### src/common/serial_iface_pkg.sv
package serial_iface_pkg;
    // Register byte addresses on the AXI4-Lite bus
    localparam logic [3:0] MODE_CTRL_OFFSET = 4'h0;
    localparam logic [3:0] FORMAT_CTRL_OFFSET = 4'h4;
    localparam logic [3:0] IRQ_STATUS_OFFSET = 4'h8;
    localparam logic [3:0] IRQ_MASK_OFFSET = 4'hC;
    // Mode control fields
    localparam int MODE_FIELD_LSB = 5;
    localparam int UART_MODE_BIT = 4;
    localparam int DEBOUNCE_LSB = 2;
    localparam int ENABLE_BIT = 1;
    localparam int INCOMPLETE_BIT = 0;
    // Format control fields
    localparam int CLOCK_BASE_BIT = 5;
    localparam int CLOCK_EDGE_BIT = 4;
    localparam int SHIFT_ORDER_BIT = 3;
    localparam int SELECT_EN_BIT = 2;
    localparam int COLLISION_BIT = 1;
    localparam int COMPLETE_BIT = 0;
    // Reset values
    localparam logic [7:0] MODE_CTRL_RESET = 8'hE0;
    localparam logic [7:0] FORMAT_CTRL_RESET = 8'h00;
    localparam logic [1:0] IRQ_RESET = 2'h0;
    // Interrupt status bits
    localparam int IRQ_INCOMPLETE_BIT = 0;
    localparam int IRQ_COMPLETE_BIT = 1;
    // Operating modes, AXI response codes and link states
    localparam logic [2:0] MODE_SLAVE_SPI = 3'h5;
    localparam logic [2:0] MODE_SLAVE_I2C = 3'h6;
    localparam logic [2:0] MODE_UNUSED = 3'h7;
    localparam logic [1:0] AXI_OKAY = 2'h0;
    localparam logic [1:0] AXI_SLVERR = 2'h2;
    typedef enum logic [2:0] {
        LINK_OFF = 3'b001,
        LINK_IDLE = 3'b010,
        LINK_BUSY = 3'b100
    } link_state_t;
endpackage : serial_iface_pkg

### src/common/sync_if.sv
`timescale 1ns/10ps
`default_nettype none
interface sync_if;
    logic rawSelN;
    logic rawClk;
    logic selN;
    logic sclk;
    modport src (output rawSelN, output rawClk, input selN, input sclk);
    modport syn (input rawSelN, input rawClk, output selN, output sclk);
endinterface : sync_if
`default_nettype wire

### src/verilog/pin_sync.sv
`timescale 1ns/10ps
`default_nettype none
module pin_sync (
    input wire logic clk,
    input wire logic resetn,
    sync_if.syn sif
);
    logic [1:0] selStage_q;
    logic [1:0] clkStage_q;
    // Both pins idle high after reset, so no false edge follows it
    always_ff @(posedge clk or negedge resetn) begin
        if (!resetn) begin
            selStage_q <= 2'h3;
            clkStage_q <= 2'h3;
        end else begin
            selStage_q <= {selStage_q[0], sif.rawSelN};
            clkStage_q <= {clkStage_q[0], sif.rawClk};
        end
    end
    assign sif.selN = selStage_q[1];
    assign sif.sclk = clkStage_q[1];
endmodule : pin_sync
`default_nettype wire

### src/verilog/serial_iface_enable_status.sv
// Chosen here: the AXI4-Lite interface to the registers and the placing of the registers.
`timescale 1ns/10ps
`default_nettype none
module serial_iface_enable_status (
    input wire logic clk,
    input wire logic resetn,
    input wire logic [3:0] awaddr,
    input wire logic awvalid,
    output logic awready,
    input wire logic [31:0] wdata,
    input wire logic [3:0] wstrb,
    input wire logic wvalid,
    output logic wready,
    output logic [1:0] bresp,
    output logic bvalid,
    input wire logic bready,
    input wire logic [3:0] araddr,
    input wire logic arvalid,
    output logic arready,
    output logic [31:0] rdata,
    output logic [1:0] rresp,
    output logic rvalid,
    input wire logic rready,
    input wire logic selectNIn,
    input wire logic serialClkIn,
    input wire logic byteDone,
    input wire logic i2cTxDirIn,
    input wire logic i2cAckDriveIn,
    output logic selectNInputEn,
    output logic pinsActive,
    output logic moduleClockOn,
    output logic i2cFlagReset,
    output logic [1:0] debounceActive,
    output logic [2:0] masterRateSel,
    output logic spiSlaveMode,
    output logic i2cSlaveMode,
    output logic irq
);
    import serial_iface_pkg::*;

    ////////////////////////////////////////////////////////////////////////////
    logic [7:0] modeCtrl_q;
    logic [7:0] formatCtrl_q;
    logic [1:0] irqStatus_q;
    logic [1:0] irqMask_q;
    logic enablePrev_q;
    logic selPrev_q;
    logic sclkPrev_q;
    logic [3:0] edgeCount_q;
    link_state_t link_q;
    logic [3:0] awaddr_q;
    logic awHeld_q;
    logic [31:0] wdata_q;
    logic [3:0] wstrb_q;
    logic wHeld_q;
    logic selN;
    logic sclk;
    logic wrFire;
    logic wrMode;
    logic wrFormat;
    logic wrStatus;
    logic wrMask;
    logic ifaceEnable;
    logic isSpi;
    logic isSpiSlave;
    logic isI2c;
    logic slaveArmed;
    logic earlyDeselect;
    logic sampleEdge;
    logic completeSet;

    sync_if sif ();
    assign sif.rawSelN = selectNIn;
    assign sif.rawClk = serialClkIn;
    pin_sync syncInst (
        .clk(clk),
        .resetn(resetn),
        .sif(sif)
    );
    assign selN = sif.selN;
    assign sclk = sif.sclk;

    function automatic logic [7:0] mergeByte(input logic [7:0] old, input logic [31:0] data,
                                             input logic [3:0] strb);
        mergeByte = strb[0] ? data[7:0] : old;
    endfunction : mergeByte

    ////////////////////////////////////////////////////////////////////////////
    // Mode decoding
    assign ifaceEnable = modeCtrl_q[ENABLE_BIT];
    assign isSpi = !modeCtrl_q[UART_MODE_BIT] && (modeCtrl_q[7:5] < MODE_SLAVE_I2C);
    assign isSpiSlave = !modeCtrl_q[UART_MODE_BIT] && (modeCtrl_q[7:5] == MODE_SLAVE_SPI);
    assign isI2c = !modeCtrl_q[UART_MODE_BIT] && (modeCtrl_q[7:5] == MODE_SLAVE_I2C);
    assign slaveArmed = isSpiSlave && ifaceEnable && formatCtrl_q[SELECT_EN_BIT];

    ////////////////////////////////////////////////////////////////////////////
    // AXI4-Lite write path: address and data taken in either order
    assign wrFire = awHeld_q && wHeld_q && !bvalid;
    assign wrMode = wrFire && (awaddr_q == MODE_CTRL_OFFSET);
    assign wrFormat = wrFire && (awaddr_q == FORMAT_CTRL_OFFSET);
    assign wrStatus = wrFire && (awaddr_q == IRQ_STATUS_OFFSET) && wstrb_q[0];
    assign wrMask = wrFire && (awaddr_q == IRQ_MASK_OFFSET) && wstrb_q[0];

    always_ff @(posedge clk or negedge resetn) begin
        if (!resetn) begin
            awHeld_q <= 1'b0;
            awaddr_q <= 4'h0;
            awready <= 1'b0;
        end else begin
            awready <= !awHeld_q && !awready && awvalid;
            if (awvalid && awready) begin
                awHeld_q <= 1'b1;
                awaddr_q <= {awaddr[3:2], 2'h0};
            end else if (wrFire) begin
                awHeld_q <= 1'b0;
            end
        end
    end

    always_ff @(posedge clk or negedge resetn) begin
        if (!resetn) begin
            wHeld_q <= 1'b0;
            wdata_q <= 32'h0;
            wstrb_q <= 4'h0;
            wready <= 1'b0;
        end else begin
            wready <= !wHeld_q && !wready && wvalid;
            if (wvalid && wready) begin
                wHeld_q <= 1'b1;
                wdata_q <= wdata;
                wstrb_q <= wstrb;
            end else if (wrFire) begin
                wHeld_q <= 1'b0;
            end
        end
    end

    always_ff @(posedge clk or negedge resetn) begin
        if (!resetn) begin
            bvalid <= 1'b0;
            bresp <= AXI_OKAY;
        end else if (wrFire) begin
            bvalid <= 1'b1;
            bresp <= (awaddr_q > IRQ_MASK_OFFSET) ? AXI_SLVERR : AXI_OKAY;
        end else if (bready) begin
            bvalid <= 1'b0;
        end
    end

    ////////////////////////////////////////////////////////////////////////////
    // Read path
    always_ff @(posedge clk or negedge resetn) begin
        if (!resetn) begin
            arready <= 1'b0;
            rvalid <= 1'b0;
            rdata <= 32'h0;
            rresp <= AXI_OKAY;
        end else begin
            arready <= !arready && !rvalid && arvalid;
            if (arvalid && arready) begin
                rvalid <= 1'b1;
                rresp <= AXI_OKAY;
                case (araddr[3:2])
                    2'h0: rdata <= {24'h0, modeCtrl_q};
                    2'h1: rdata <= {24'h0, formatCtrl_q};
                    2'h2: rdata <= {30'h0, irqStatus_q};
                    default: rdata <= {30'h0, irqMask_q};
                endcase
            end else if (rready) begin
                rvalid <= 1'b0;
            end
        end
    end

    ////////////////////////////////////////////////////////////////////////////
    // Link watch: counts sampling edges within a byte
    // Capture edge is rising when base level and edge select agree
    assign sampleEdge = (sclk != sclkPrev_q)
        && (sclk == !(formatCtrl_q[CLOCK_BASE_BIT] ^ formatCtrl_q[CLOCK_EDGE_BIT]));
    // A finished byte clears the count, so a deselect after it is not early
    assign earlyDeselect = slaveArmed && (link_q == LINK_BUSY) && selN && !selPrev_q
        && !byteDone && (edgeCount_q != 4'h0);
    assign completeSet = earlyDeselect || (isSpi && ifaceEnable && byteDone);

    always_ff @(posedge clk or negedge resetn) begin
        if (!resetn) begin
            selPrev_q <= 1'b1;
            sclkPrev_q <= 1'b1;
        end else begin
            selPrev_q <= selN;
            sclkPrev_q <= sclk;
        end
    end

    always_ff @(posedge clk or negedge resetn) begin
        if (!resetn) begin
            link_q <= LINK_OFF;
            edgeCount_q <= 4'h0;
        end else begin
            case (link_q)
                LINK_OFF: begin
                    edgeCount_q <= 4'h0;
                    if (slaveArmed) begin
                        link_q <= LINK_IDLE;
                    end
                end
                LINK_IDLE: begin
                    edgeCount_q <= 4'h0;
                    if (!slaveArmed) begin
                        link_q <= LINK_OFF;
                    end else if (!selN) begin
                        link_q <= LINK_BUSY;
                    end
                end
                LINK_BUSY: begin
                    if (!slaveArmed) begin
                        link_q <= LINK_OFF;
                    end else if (selN) begin
                        link_q <= LINK_IDLE;
                    end else if (byteDone) begin
                        edgeCount_q <= 4'h0;
                    end else if (sampleEdge) begin
                        edgeCount_q <= edgeCount_q + 4'h1;
                    end
                end
                default: link_q <= LINK_OFF;
            endcase
        end
    end

    ////////////////////////////////////////////////////////////////////////////
    // Mode control register; hardware set beats software clear
    always_ff @(posedge clk or negedge resetn) begin
        if (!resetn) begin
            modeCtrl_q <= MODE_CTRL_RESET;
        end else begin
            if (wrMode) begin
                modeCtrl_q <= mergeByte(modeCtrl_q, wdata_q, wstrb_q);
            end
            if (earlyDeselect) begin
                modeCtrl_q[INCOMPLETE_BIT] <= 1'b1;
            end
        end
    end

    // Format control: plain storage apart from the hardware-set complete flag; never cleared by enable
    always_ff @(posedge clk or negedge resetn) begin
        if (!resetn) begin
            formatCtrl_q <= FORMAT_CTRL_RESET;
        end else begin
            if (wrFormat) begin
                formatCtrl_q <= mergeByte(formatCtrl_q, wdata_q, wstrb_q);
            end
            // Early deselect or a finished SPI byte sets complete; a software write of incomplete does not
            if (completeSet) begin
                formatCtrl_q[COMPLETE_BIT] <= 1'b1;
            end
        end
    end

    ////////////////////////////////////////////////////////////////////////////
    // Interrupt status, write one to clear, set wins
    always_ff @(posedge clk or negedge resetn) begin
        if (!resetn) begin
            irqStatus_q <= IRQ_RESET;
            irqMask_q <= IRQ_RESET;
        end else begin
            if (wrMask) begin
                irqMask_q <= wdata_q[1:0];
            end
            irqStatus_q <= (irqStatus_q & ~(wrStatus ? wdata_q[1:0] : 2'h0))
                | {completeSet, earlyDeselect};
        end
    end

    always_ff @(posedge clk or negedge resetn) begin
        if (!resetn) begin
            irq <= 1'b0;
        end else begin
            irq <= |(irqStatus_q & irqMask_q);
        end
    end

    ////////////////////////////////////////////////////////////////////////////
    // Pin role, power and I2C enable behaviour
    always_ff @(posedge clk or negedge resetn) begin
        if (!resetn) begin
            enablePrev_q <= 1'b0;
            pinsActive <= 1'b0;
            moduleClockOn <= 1'b0;
            selectNInputEn <= 1'b0;
            i2cFlagReset <= 1'b0;
            debounceActive <= 2'h0;
            masterRateSel <= 3'h0;
            spiSlaveMode <= 1'b0;
            i2cSlaveMode <= 1'b0;
        end else begin
            enablePrev_q <= ifaceEnable;
            pinsActive <= ifaceEnable && (isSpi || isI2c);
            moduleClockOn <= ifaceEnable;
            selectNInputEn <= ifaceEnable && isSpi && formatCtrl_q[SELECT_EN_BIT];
            // Tx direction and ack drive stay in their own block; only flags reset
            i2cFlagReset <= isI2c && ifaceEnable && !enablePrev_q;
            debounceActive <= isI2c ? modeCtrl_q[3:2] : 2'h0;
            masterRateSel <= (isSpi && !isSpiSlave) ? modeCtrl_q[7:5] : 3'h0;
            spiSlaveMode <= isSpiSlave && ifaceEnable;
            i2cSlaveMode <= isI2c && ifaceEnable;
        end
    end

    ////////////////////////////////////////////////////////////////////////////
    cntIdle_a: assert property (@(posedge clk) disable iff (!resetn)
        (link_q != LINK_BUSY) |=> (edgeCount_q == 4'h0) || (link_q == LINK_BUSY))
        else $error("edge count not cleared outside a byte");
    incSet_a: assert property (@(posedge clk) disable iff (!resetn)
        earlyDeselect |=> modeCtrl_q[INCOMPLETE_BIT] && formatCtrl_q[COMPLETE_BIT])
        else $error("early deselect did not set both flags");
    incIrq_a: assert property (@(posedge clk) disable iff (!resetn)
        earlyDeselect && irqMask_q[IRQ_INCOMPLETE_BIT] && !wrMask |-> ##2 irq)
        else $error("incomplete transfer gave no interrupt");
    swNoTrf_a: assert property (@(posedge clk) disable iff (!resetn)
        wrMode && !earlyDeselect && !byteDone && !wrFormat && !formatCtrl_q[COMPLETE_BIT]
        |=> !formatCtrl_q[COMPLETE_BIT])
        else $error("software write set complete flag");
    incHold_a: assert property (@(posedge clk) disable iff (!resetn)
        !modeCtrl_q[INCOMPLETE_BIT] && !earlyDeselect && !wrMode
        |=> !modeCtrl_q[INCOMPLETE_BIT])
        else $error("incomplete flag rose with no cause");
    offPins_a: assert property (@(posedge clk) disable iff (!resetn)
        !ifaceEnable ##1 !ifaceEnable |-> !pinsActive && !moduleClockOn)
        else $error("pins active while disabled");
    formatKeep_a: assert property (@(posedge clk) disable iff (!resetn)
        $rose(ifaceEnable)
        |-> $stable(formatCtrl_q))
        else $error("format control changed on enable");
    debounce_a: assert property (@(posedge clk) disable iff (!resetn)
        !isI2c |=> debounceActive == 2'h0)
        else $error("debounce active outside I2C");
    selEn_a: assert property (@(posedge clk) disable iff (!resetn)
        !formatCtrl_q[SELECT_EN_BIT] |=> !selectNInputEn)
        else $error("select pin enabled while disabled");
    i2cRst_a: assert property (@(posedge clk) disable iff (!resetn)
        i2cFlagReset |-> $past(isI2c) && $past(ifaceEnable) && !$past(enablePrev_q))
        else $error("I2C flag reset without enable rise");
    wrSeen_c: cover property (@(posedge clk) disable iff (!resetn) wrFire);
    early_c: cover property (@(posedge clk) disable iff (!resetn) earlyDeselect);
    irqOn_c: cover property (@(posedge clk) disable iff (!resetn) $rose(irq));
    i2cOn_c: cover property (@(posedge clk) disable iff (!resetn) i2cFlagReset);
endmodule : serial_iface_enable_status
`default_nettype wire

### config.mk
export PLATFORM = sky130hd
export DESIGN_NAME = serial_iface_enable_status
export DESIGN_NICKNAME = d
export VERILOG_FILES = /design/src/common/serial_iface_pkg.sv /design/src/common/sync_if.sv /design/src/verilog/pin_sync.sv /design/src/verilog/serial_iface_enable_status.sv
export SDC_FILE = /design/constraint.sdc
export NUM_CORES = 1
export LEC_CHECK = 0
export BUFFER_PORTS_ARGS = -buffer_cell sky130_fd_sc_hd__clkbuf_2
export CORE_MARGIN = 10
export CORE_UTILIZATION = 45
export CTS_BUF_LIST = sky130_fd_sc_hd__clkbuf_16
export CTS_CLUSTER_SIZE = 10
export DETAILED_ROUTE_END_ITERATION = 10
export HOLD_SLACK_MARGIN = 0.15
export PLACE_DENSITY = 0.81
export SLEW_MARGIN = 30
export SYNTH_ARGS = -nofsm -noshare
export SYNTH_HDL_FRONTEND = slang
export SYNTH_SLANG_ARGS = --single-unit
### constraint.sdc
create_clock -name clk -period 1.6 [get_ports clk]
set_clock_uncertainty 0.15 [all_clocks]
set_input_delay 0.32 -clock clk [delete_from_list [all_inputs] [get_ports clk]]
set_output_delay 0.32 -clock clk [all_outputs]
set_load 0.01 [all_outputs]
Word level (Yosys, flattened, before mapping) --
Index checks and enable logic that the tools add are counted.
Word-level totals: RAM bits 0, word-level logic and storage cells 158, bits of input ports 56, bits in registers 97, bits in read-only memories 0, output and inout bits 53, latch bits 0, memories 0
Cells by class: bitwise gates (word level) 5, mux-type cells 29, div/mod/pow operators 0, add/sub/neg operators 1, magnitude comparators 2, shift operators 0, equality and inequality tests 18, multipliers 0, reduce and logical (&&, ||, !) cells 70
Operators by type and width (number):
- logical AND 1 bit | 35
- one-hot mux 8 bit (3 select lines) | 1
- 2-to-1 mux 3 bit | 6
- nonzero test 2 bit | 9
- 2-to-1 mux 4 bit | 4
- zero test 1 bit | 13
- 2-to-1 mux 1 bit | 13
- == test 3 bit, second input constant | 3
- one-hot mux 3 bit (3 select lines) | 1
- one-hot mux 4 bit (2 select lines) | 1
- AND reduction 2 bit | 4
- == test 2 bit, second input constant | 3
- 2-to-1 mux 2 bit | 3
- inequality test 2 bit, second input constant | 3
- inequality test 3 bit, second input constant | 2
- adder 4 x 1 -> 4 bit, second input constant | 1
- bitwise AND 2 bit | 2
- == test 2 x 1 -> 1 bit, second input constant | 2
- > comparator 4 bit, second input constant | 1
- zero test 4 bit | 1
- AND reduction 4 bit | 1
- nonzero test 4 bit | 1
- OR reduction 2 bit | 2
- == test 3 x 1 -> 1 bit, second input constant | 1
- 11 further kinds | 12

Longest topological paths before layout --
word-level depth 12, gate-level depth with buffers 5, depth with buffers taken out 5

By module --
From an unflattened synthesis, not the netlist that was laid out.
Second synthesis, totals: cell total of the unflattened synthesis 246, area total of the unflattened synthesis 3130.5 um^2
By module, submodules not included:
- serial_iface_enable_status | cells each 242, area an instance 3025.4 um^2, times used 1, seq. area each 1684.1 um^2
- pin_sync | cells each 4, area an instance 105.1 um^2, times used 1, seq. area each 105.1 um^2

Worst setup path before layout --
Ideal clock, no wire load.
kind register to register, start point register bvalid, end point register formatCtrl_q[1], setup time 0.125 ns, path buffers 0, data required time 1.325 ns, stages on the path, launching flop included 5, arrival time 1.516 ns, period minus slack after synthesis 1.791 ns, path slack -0.191 ns, cells stage by stage dfrtp_1 > and2b_1 > nand3_2 > nor3b_4 > mux2_2
Between the ends: word-level cells in the longest chain between the ends 4
RTL lines:
- start: declaration | line serial_iface_enable_status.sv:15 | output logic bvalid,
- start signal: assignment | line serial_iface_enable_status.sv:140 | bvalid <= 1'b0;
- start signal: assignment | line serial_iface_enable_status.sv:143 | bvalid <= 1'b1;
- start signal: assignment | line serial_iface_enable_status.sv:146 | bvalid <= 1'b0;
- zero test 1 bit | line serial_iface_enable_status.sv:98 | assign wrFire = awHeld_q && wHeld_q && !bvalid;
- logical AND 1 bit | line serial_iface_enable_status.sv:98
- logical AND 1 bit | line serial_iface_enable_status.sv:100 | assign wrFormat = wrFire && (awaddr_q == FORMAT_CTRL_OFFSET);
- AND reduction 2 bit (no source line)
- end signal: assignment | line serial_iface_enable_status.sv:252 | formatCtrl_q <= mergeByte(formatCtrl_q, wdata_q, wstrb_q);
- end: declaration | line serial_iface_enable_status.sv:43 | logic [7:0] formatCtrl_q;
No other way between the ends. A chain may end at the register's enable or synchronous reset.

Worst setup path after layout --
start point register formatCtrl_q[5], end point register edgeCount_q[0]
Between the ends: word-level cells in the longest chain between the ends 6
RTL lines:
- bitwise XOR 1 bit | line serial_iface_enable_status.sv:179 | && (sclk == !(formatCtrl_q[CLOCK_BASE_BIT] ^ formatCtrl_q[CLOCK_EDGE_BIT]));
- zero test 1 bit | line serial_iface_enable_status.sv:179
- == test 1 bit | line serial_iface_enable_status.sv:179
- logical AND 1 bit | line serial_iface_enable_status.sv:179
- inequality test 3 bit (no source line)
- AND reduction 4 bit (no source line)
- end signal: assignment | line serial_iface_enable_status.sv:223 | edgeCount_q <= edgeCount_q + 4'h1;
- end: declaration | line serial_iface_enable_status.sv:49 | logic [3:0] edgeCount_q;
No other way between the ends.

==> metrics.md <==
| Metric | Value |
|---|---|
| Run status | `finished with violations` |
| Violated checks | `setup timing` |
| Syn-to-layout area delta | `36.4%` |
| Worst R2R Path Depth | `5` |
| FF-to-FF End | `edgeCount_q[0]$_DFFE_PN0P_` |
| Post-synth EDFFs | `0` |
| Die height | `103 µm` |
| Avg WL per Cell | `15.5 µm` |
| Levels on crit path | `5` |
| DIE AREA | `10700 µm²` |
| Max frequency | `0.552 GHz` |
| CP cell instances | `xor2_2 -> mux2i_2 -> o21ai_2 -> o31a_1 -> mux2_2` |
| First-pass GRT wire length | `11.5 mm` |
| Via density | `4.83` |
| Clock-pin slew on the worst setup and hold paths | `0.05 ns` |
| Top_reg_cell synth | `dfrtp_1` |
| # H-tree levels | `3` |
| Post-DP HPWL | `5.04 mm` |
| Worst r2r src | `formatCtrl_q[5]$_DFFE_PN0P_` |
| CTS sink cnt | `71` |
| TritonRoute pass-1 iters | `4` |
| Worst path slowest cell | `dfrtp_1` |
| Hold Path Origin | `syncInst.clkStage_q[0]$_DFF_PN1_` |
| Family with the most delay on the worst path | `multiplexers` |
| Total number of vias | `2210` |
| Hold depth | `0` |
| WS Path Type | `register to register` |
| Post-synthesis sequential area ratio | `57.1%` |
| Antenna violations before repair | `0` |
| Crit-path max FO | `4` |
| Core area | `6790 µm²` |
| Kind of end point of the critical path | `register` |
| Worst hold endpoint | `syncInst.clkStage_q[1]$_DFF_PN1_` |
| Remaining antenna violation count | `0` |
| Nets | `416` |
| Hold slack | `0.204 ns` |
| Routed wire length | `7.12 mm` |
| FF-to-FF setup slack | `-0.21 ns` |
| Synth warn | `0` |
| Period utilization | `113%` |
| Register bit count reported by yosys | `71` |
| Skew-Pair Late Insertion Delay | `0.33 ns` |
| CP Data Arrival Time | `1.87 ns` |
| Syn Area/Cell | `12.7 µm²` |
| Maximum vdd drop | `0.846 mV` |
| Ys async rst share | `100%` |
| Initial DRC Count | `135` |
| FP Rows | `30` |
| Ant. Diodes | `0` |
| Vias in the first global route | `2323` |
| Yosys top cell area share | `48.7%` |
| Design area | `4270 µm²` |
| Root Driver | `clkbuf_16` |
| Fin. Hold Viols | `0` |
| DRC viols | `0` |
| Hold Path Class | `register to register` |
| Post-Syn Instances | `247` |
| CTS buffer count | `9` |
| Initial core utilization | `46.1%` |
| MaxCap Viol Count | `0` |
| Slowest stage delay, CP | `0.41 ns` |
| Setup TNS | `-1.59 ns` |
| Post-synthesis cell type count | `44` |
| CTS tree | `yes` |
| Largest net degree at the start of global routing | `32` |
| Clk buf depth | `2` |
| Lkg Pwr | `2.06 nW` |
| Unrepaired setup endpoints after global routing | `true` |
| GRT overflow | `0` |
| IO Count | `109` |
| Cell Area, Placed | `3680 µm²` |
| Post-synth top area cell | `dfrtp_1` |
| Post-route worst setup slack | `-0.211 ns` |
| Pwr dens | `1440 nW/µm²` |
| Port bufs | `47` |
| Fin crit period | `1.81 ns` |
| Gr usage total | `14.1%` |
| Post-Syn Area | `3130 µm²` |
| Die X | `103 µm` |
| Critical path launch point type | `register` |
| Max-slew violation count | `0` |
| WP data required | `1.66 ns` |
| Layout cell share with drive strength beyond 1 | `44.2%` |
| GPL Wtd Cong | `0.869` |
| Setup violators final | `17` |
| Buffers plus inverters on the worst setup path | `0` |
| Main area contributors after synthesis | `dfrtp_1 49%, mux2_2 10%, dfstp_2 8.4%, buf_4 6.7%, mux2i_1 3.2%` |
==> how the worst max path moves through the flow <==
stage	start	endpoint	slack, ns
after floorplan	bvalid$_DFFE_PN0P_	formatCtrl_q[1]$_DFFE_PN0P_	-0.18
after global placement	formatCtrl_q[4]$_DFFE_PN0P_	edgeCount_q[0]$_DFFE_PN0P_	-0.23
after detailed placement	formatCtrl_q[4]$_DFFE_PN0P_	edgeCount_q[0]$_DFFE_PN0P_	-0.24
after CTS	formatCtrl_q[5]$_DFFE_PN0P_	edgeCount_q[0]$_DFFE_PN0P_	-0.25
after global routing	formatCtrl_q[5]$_DFFE_PN0P_	edgeCount_q[0]$_DFFE_PN0P_	-0.30
final	formatCtrl_q[5]$_DFFE_PN0P_	edgeCount_q[0]$_DFFE_PN0P_	-0.21
==> layer usage <==
metal	track usage [%]	routed length [µm]	up-vias
li1	-	-	1024
met5	0	0	-
met1	16.4	2830	1086
met4	8.24	206	0
met3	4.45	594	15
met2	22.6	3490	85
==> cells in the mapped netlist (3+ instances only) <==
library cell and instances:
a21oi_1 4, and2_1 3, buf_4 28, dfrtp_1 61, dfstp_2 10, inv_1 9, mux2_2 29, mux2i_1 10
nand2_1 19, nand2b_1 4, nand3_1 5, nor2_1 9, nor3_1 3, nor3b_1 7, o21ai_0 11
==> state kept, by name, summed over array words and instances, names as in the netlist, 3 cells and up <==
| signal | cells |
|---|---|
| modeCtrl_q | 8 |
| rdata | 8 |
| edgeCount_q | 4 |
| link_q | 3 |
| wdata_q | 8 |
| masterRateSel | 3 |
| formatCtrl_q | 8 |
==> cell families (layout without fill, tap and decap cells) <==
logic type | count (synthesis) | in the layout | synth area share (%)
compound gates | 28 | 28 | 6.11
fa+ha+maj | 2 | 2 | 0.799
buf+inv | 38 | 126 | 7.95
simple gates | 65 | 65 | 12.5
other cells | 1 | 28 | 0.120
flops | 71 | 71 | 57.1
mux | 41 | 41 | 15.1
xor+xnor | 1 | 1 | 0.280
==> area by class of cell <==
cell class              instances  area [µm²]
fillers                       523        2520
flip-flops and latches         71        1790
multi-input cells             165        1310
repair buffers                102         761
clock buffers                   9         225
well taps                      96         120
inverters                       9        33.8
clock inverters                 6        30.0
==> per-stage QoR <==
stage          std cells  setup slack, ns  power [mW]  util [%]
2_1_floorplan        274           -0.179        3.59         -
3_3_place_gp         419           -0.226        4.17      54.1
3_5_place_dp         419           -0.237        4.27      54.1
4_1_cts              454           -0.245        6.14      61.9
5_1_grt              458           -0.301        6.51      62.9
6_report             458           -0.211        6.16      62.9
==> cells in the final DEF (no fill, tap or decap), drive strengths merged, types with 4 or more instances in the layout <==
cell type    synthesis  final
conb                 1     28
nand3                6      6
dfrtp               61     61
o21ai               12     12
and2                 4      4
buf                 29     37
nand2               19     19
mux2                29     29
clkbuf               0     55
nor3b                8      8
dlygate4sd3          0     19
clkinv               0      4
dfstp               10     10
inv                  9     10
nand2b               6      6
nor2                 9      9
nor3                 5      5
a21oi                4      4
mux2i               10     10
==> power by group <==
group          leakage, nW  internal, mW  switching, mW  total [mW]
combinational         1.04         0.947          0.713        1.66
clock                0.130          1.02          0.701        1.72
sequential           0.893          2.34          0.446        2.79
==> what timing repair did <==
item,CTS,global route
resized for setup,17,10
setup buffers,2,5
pin swaps,7,5
setup endpoints to repair,19,25
hold buffers,19,0
hold endpoints to repair,80,0
(Power assumes the default switching activity.)
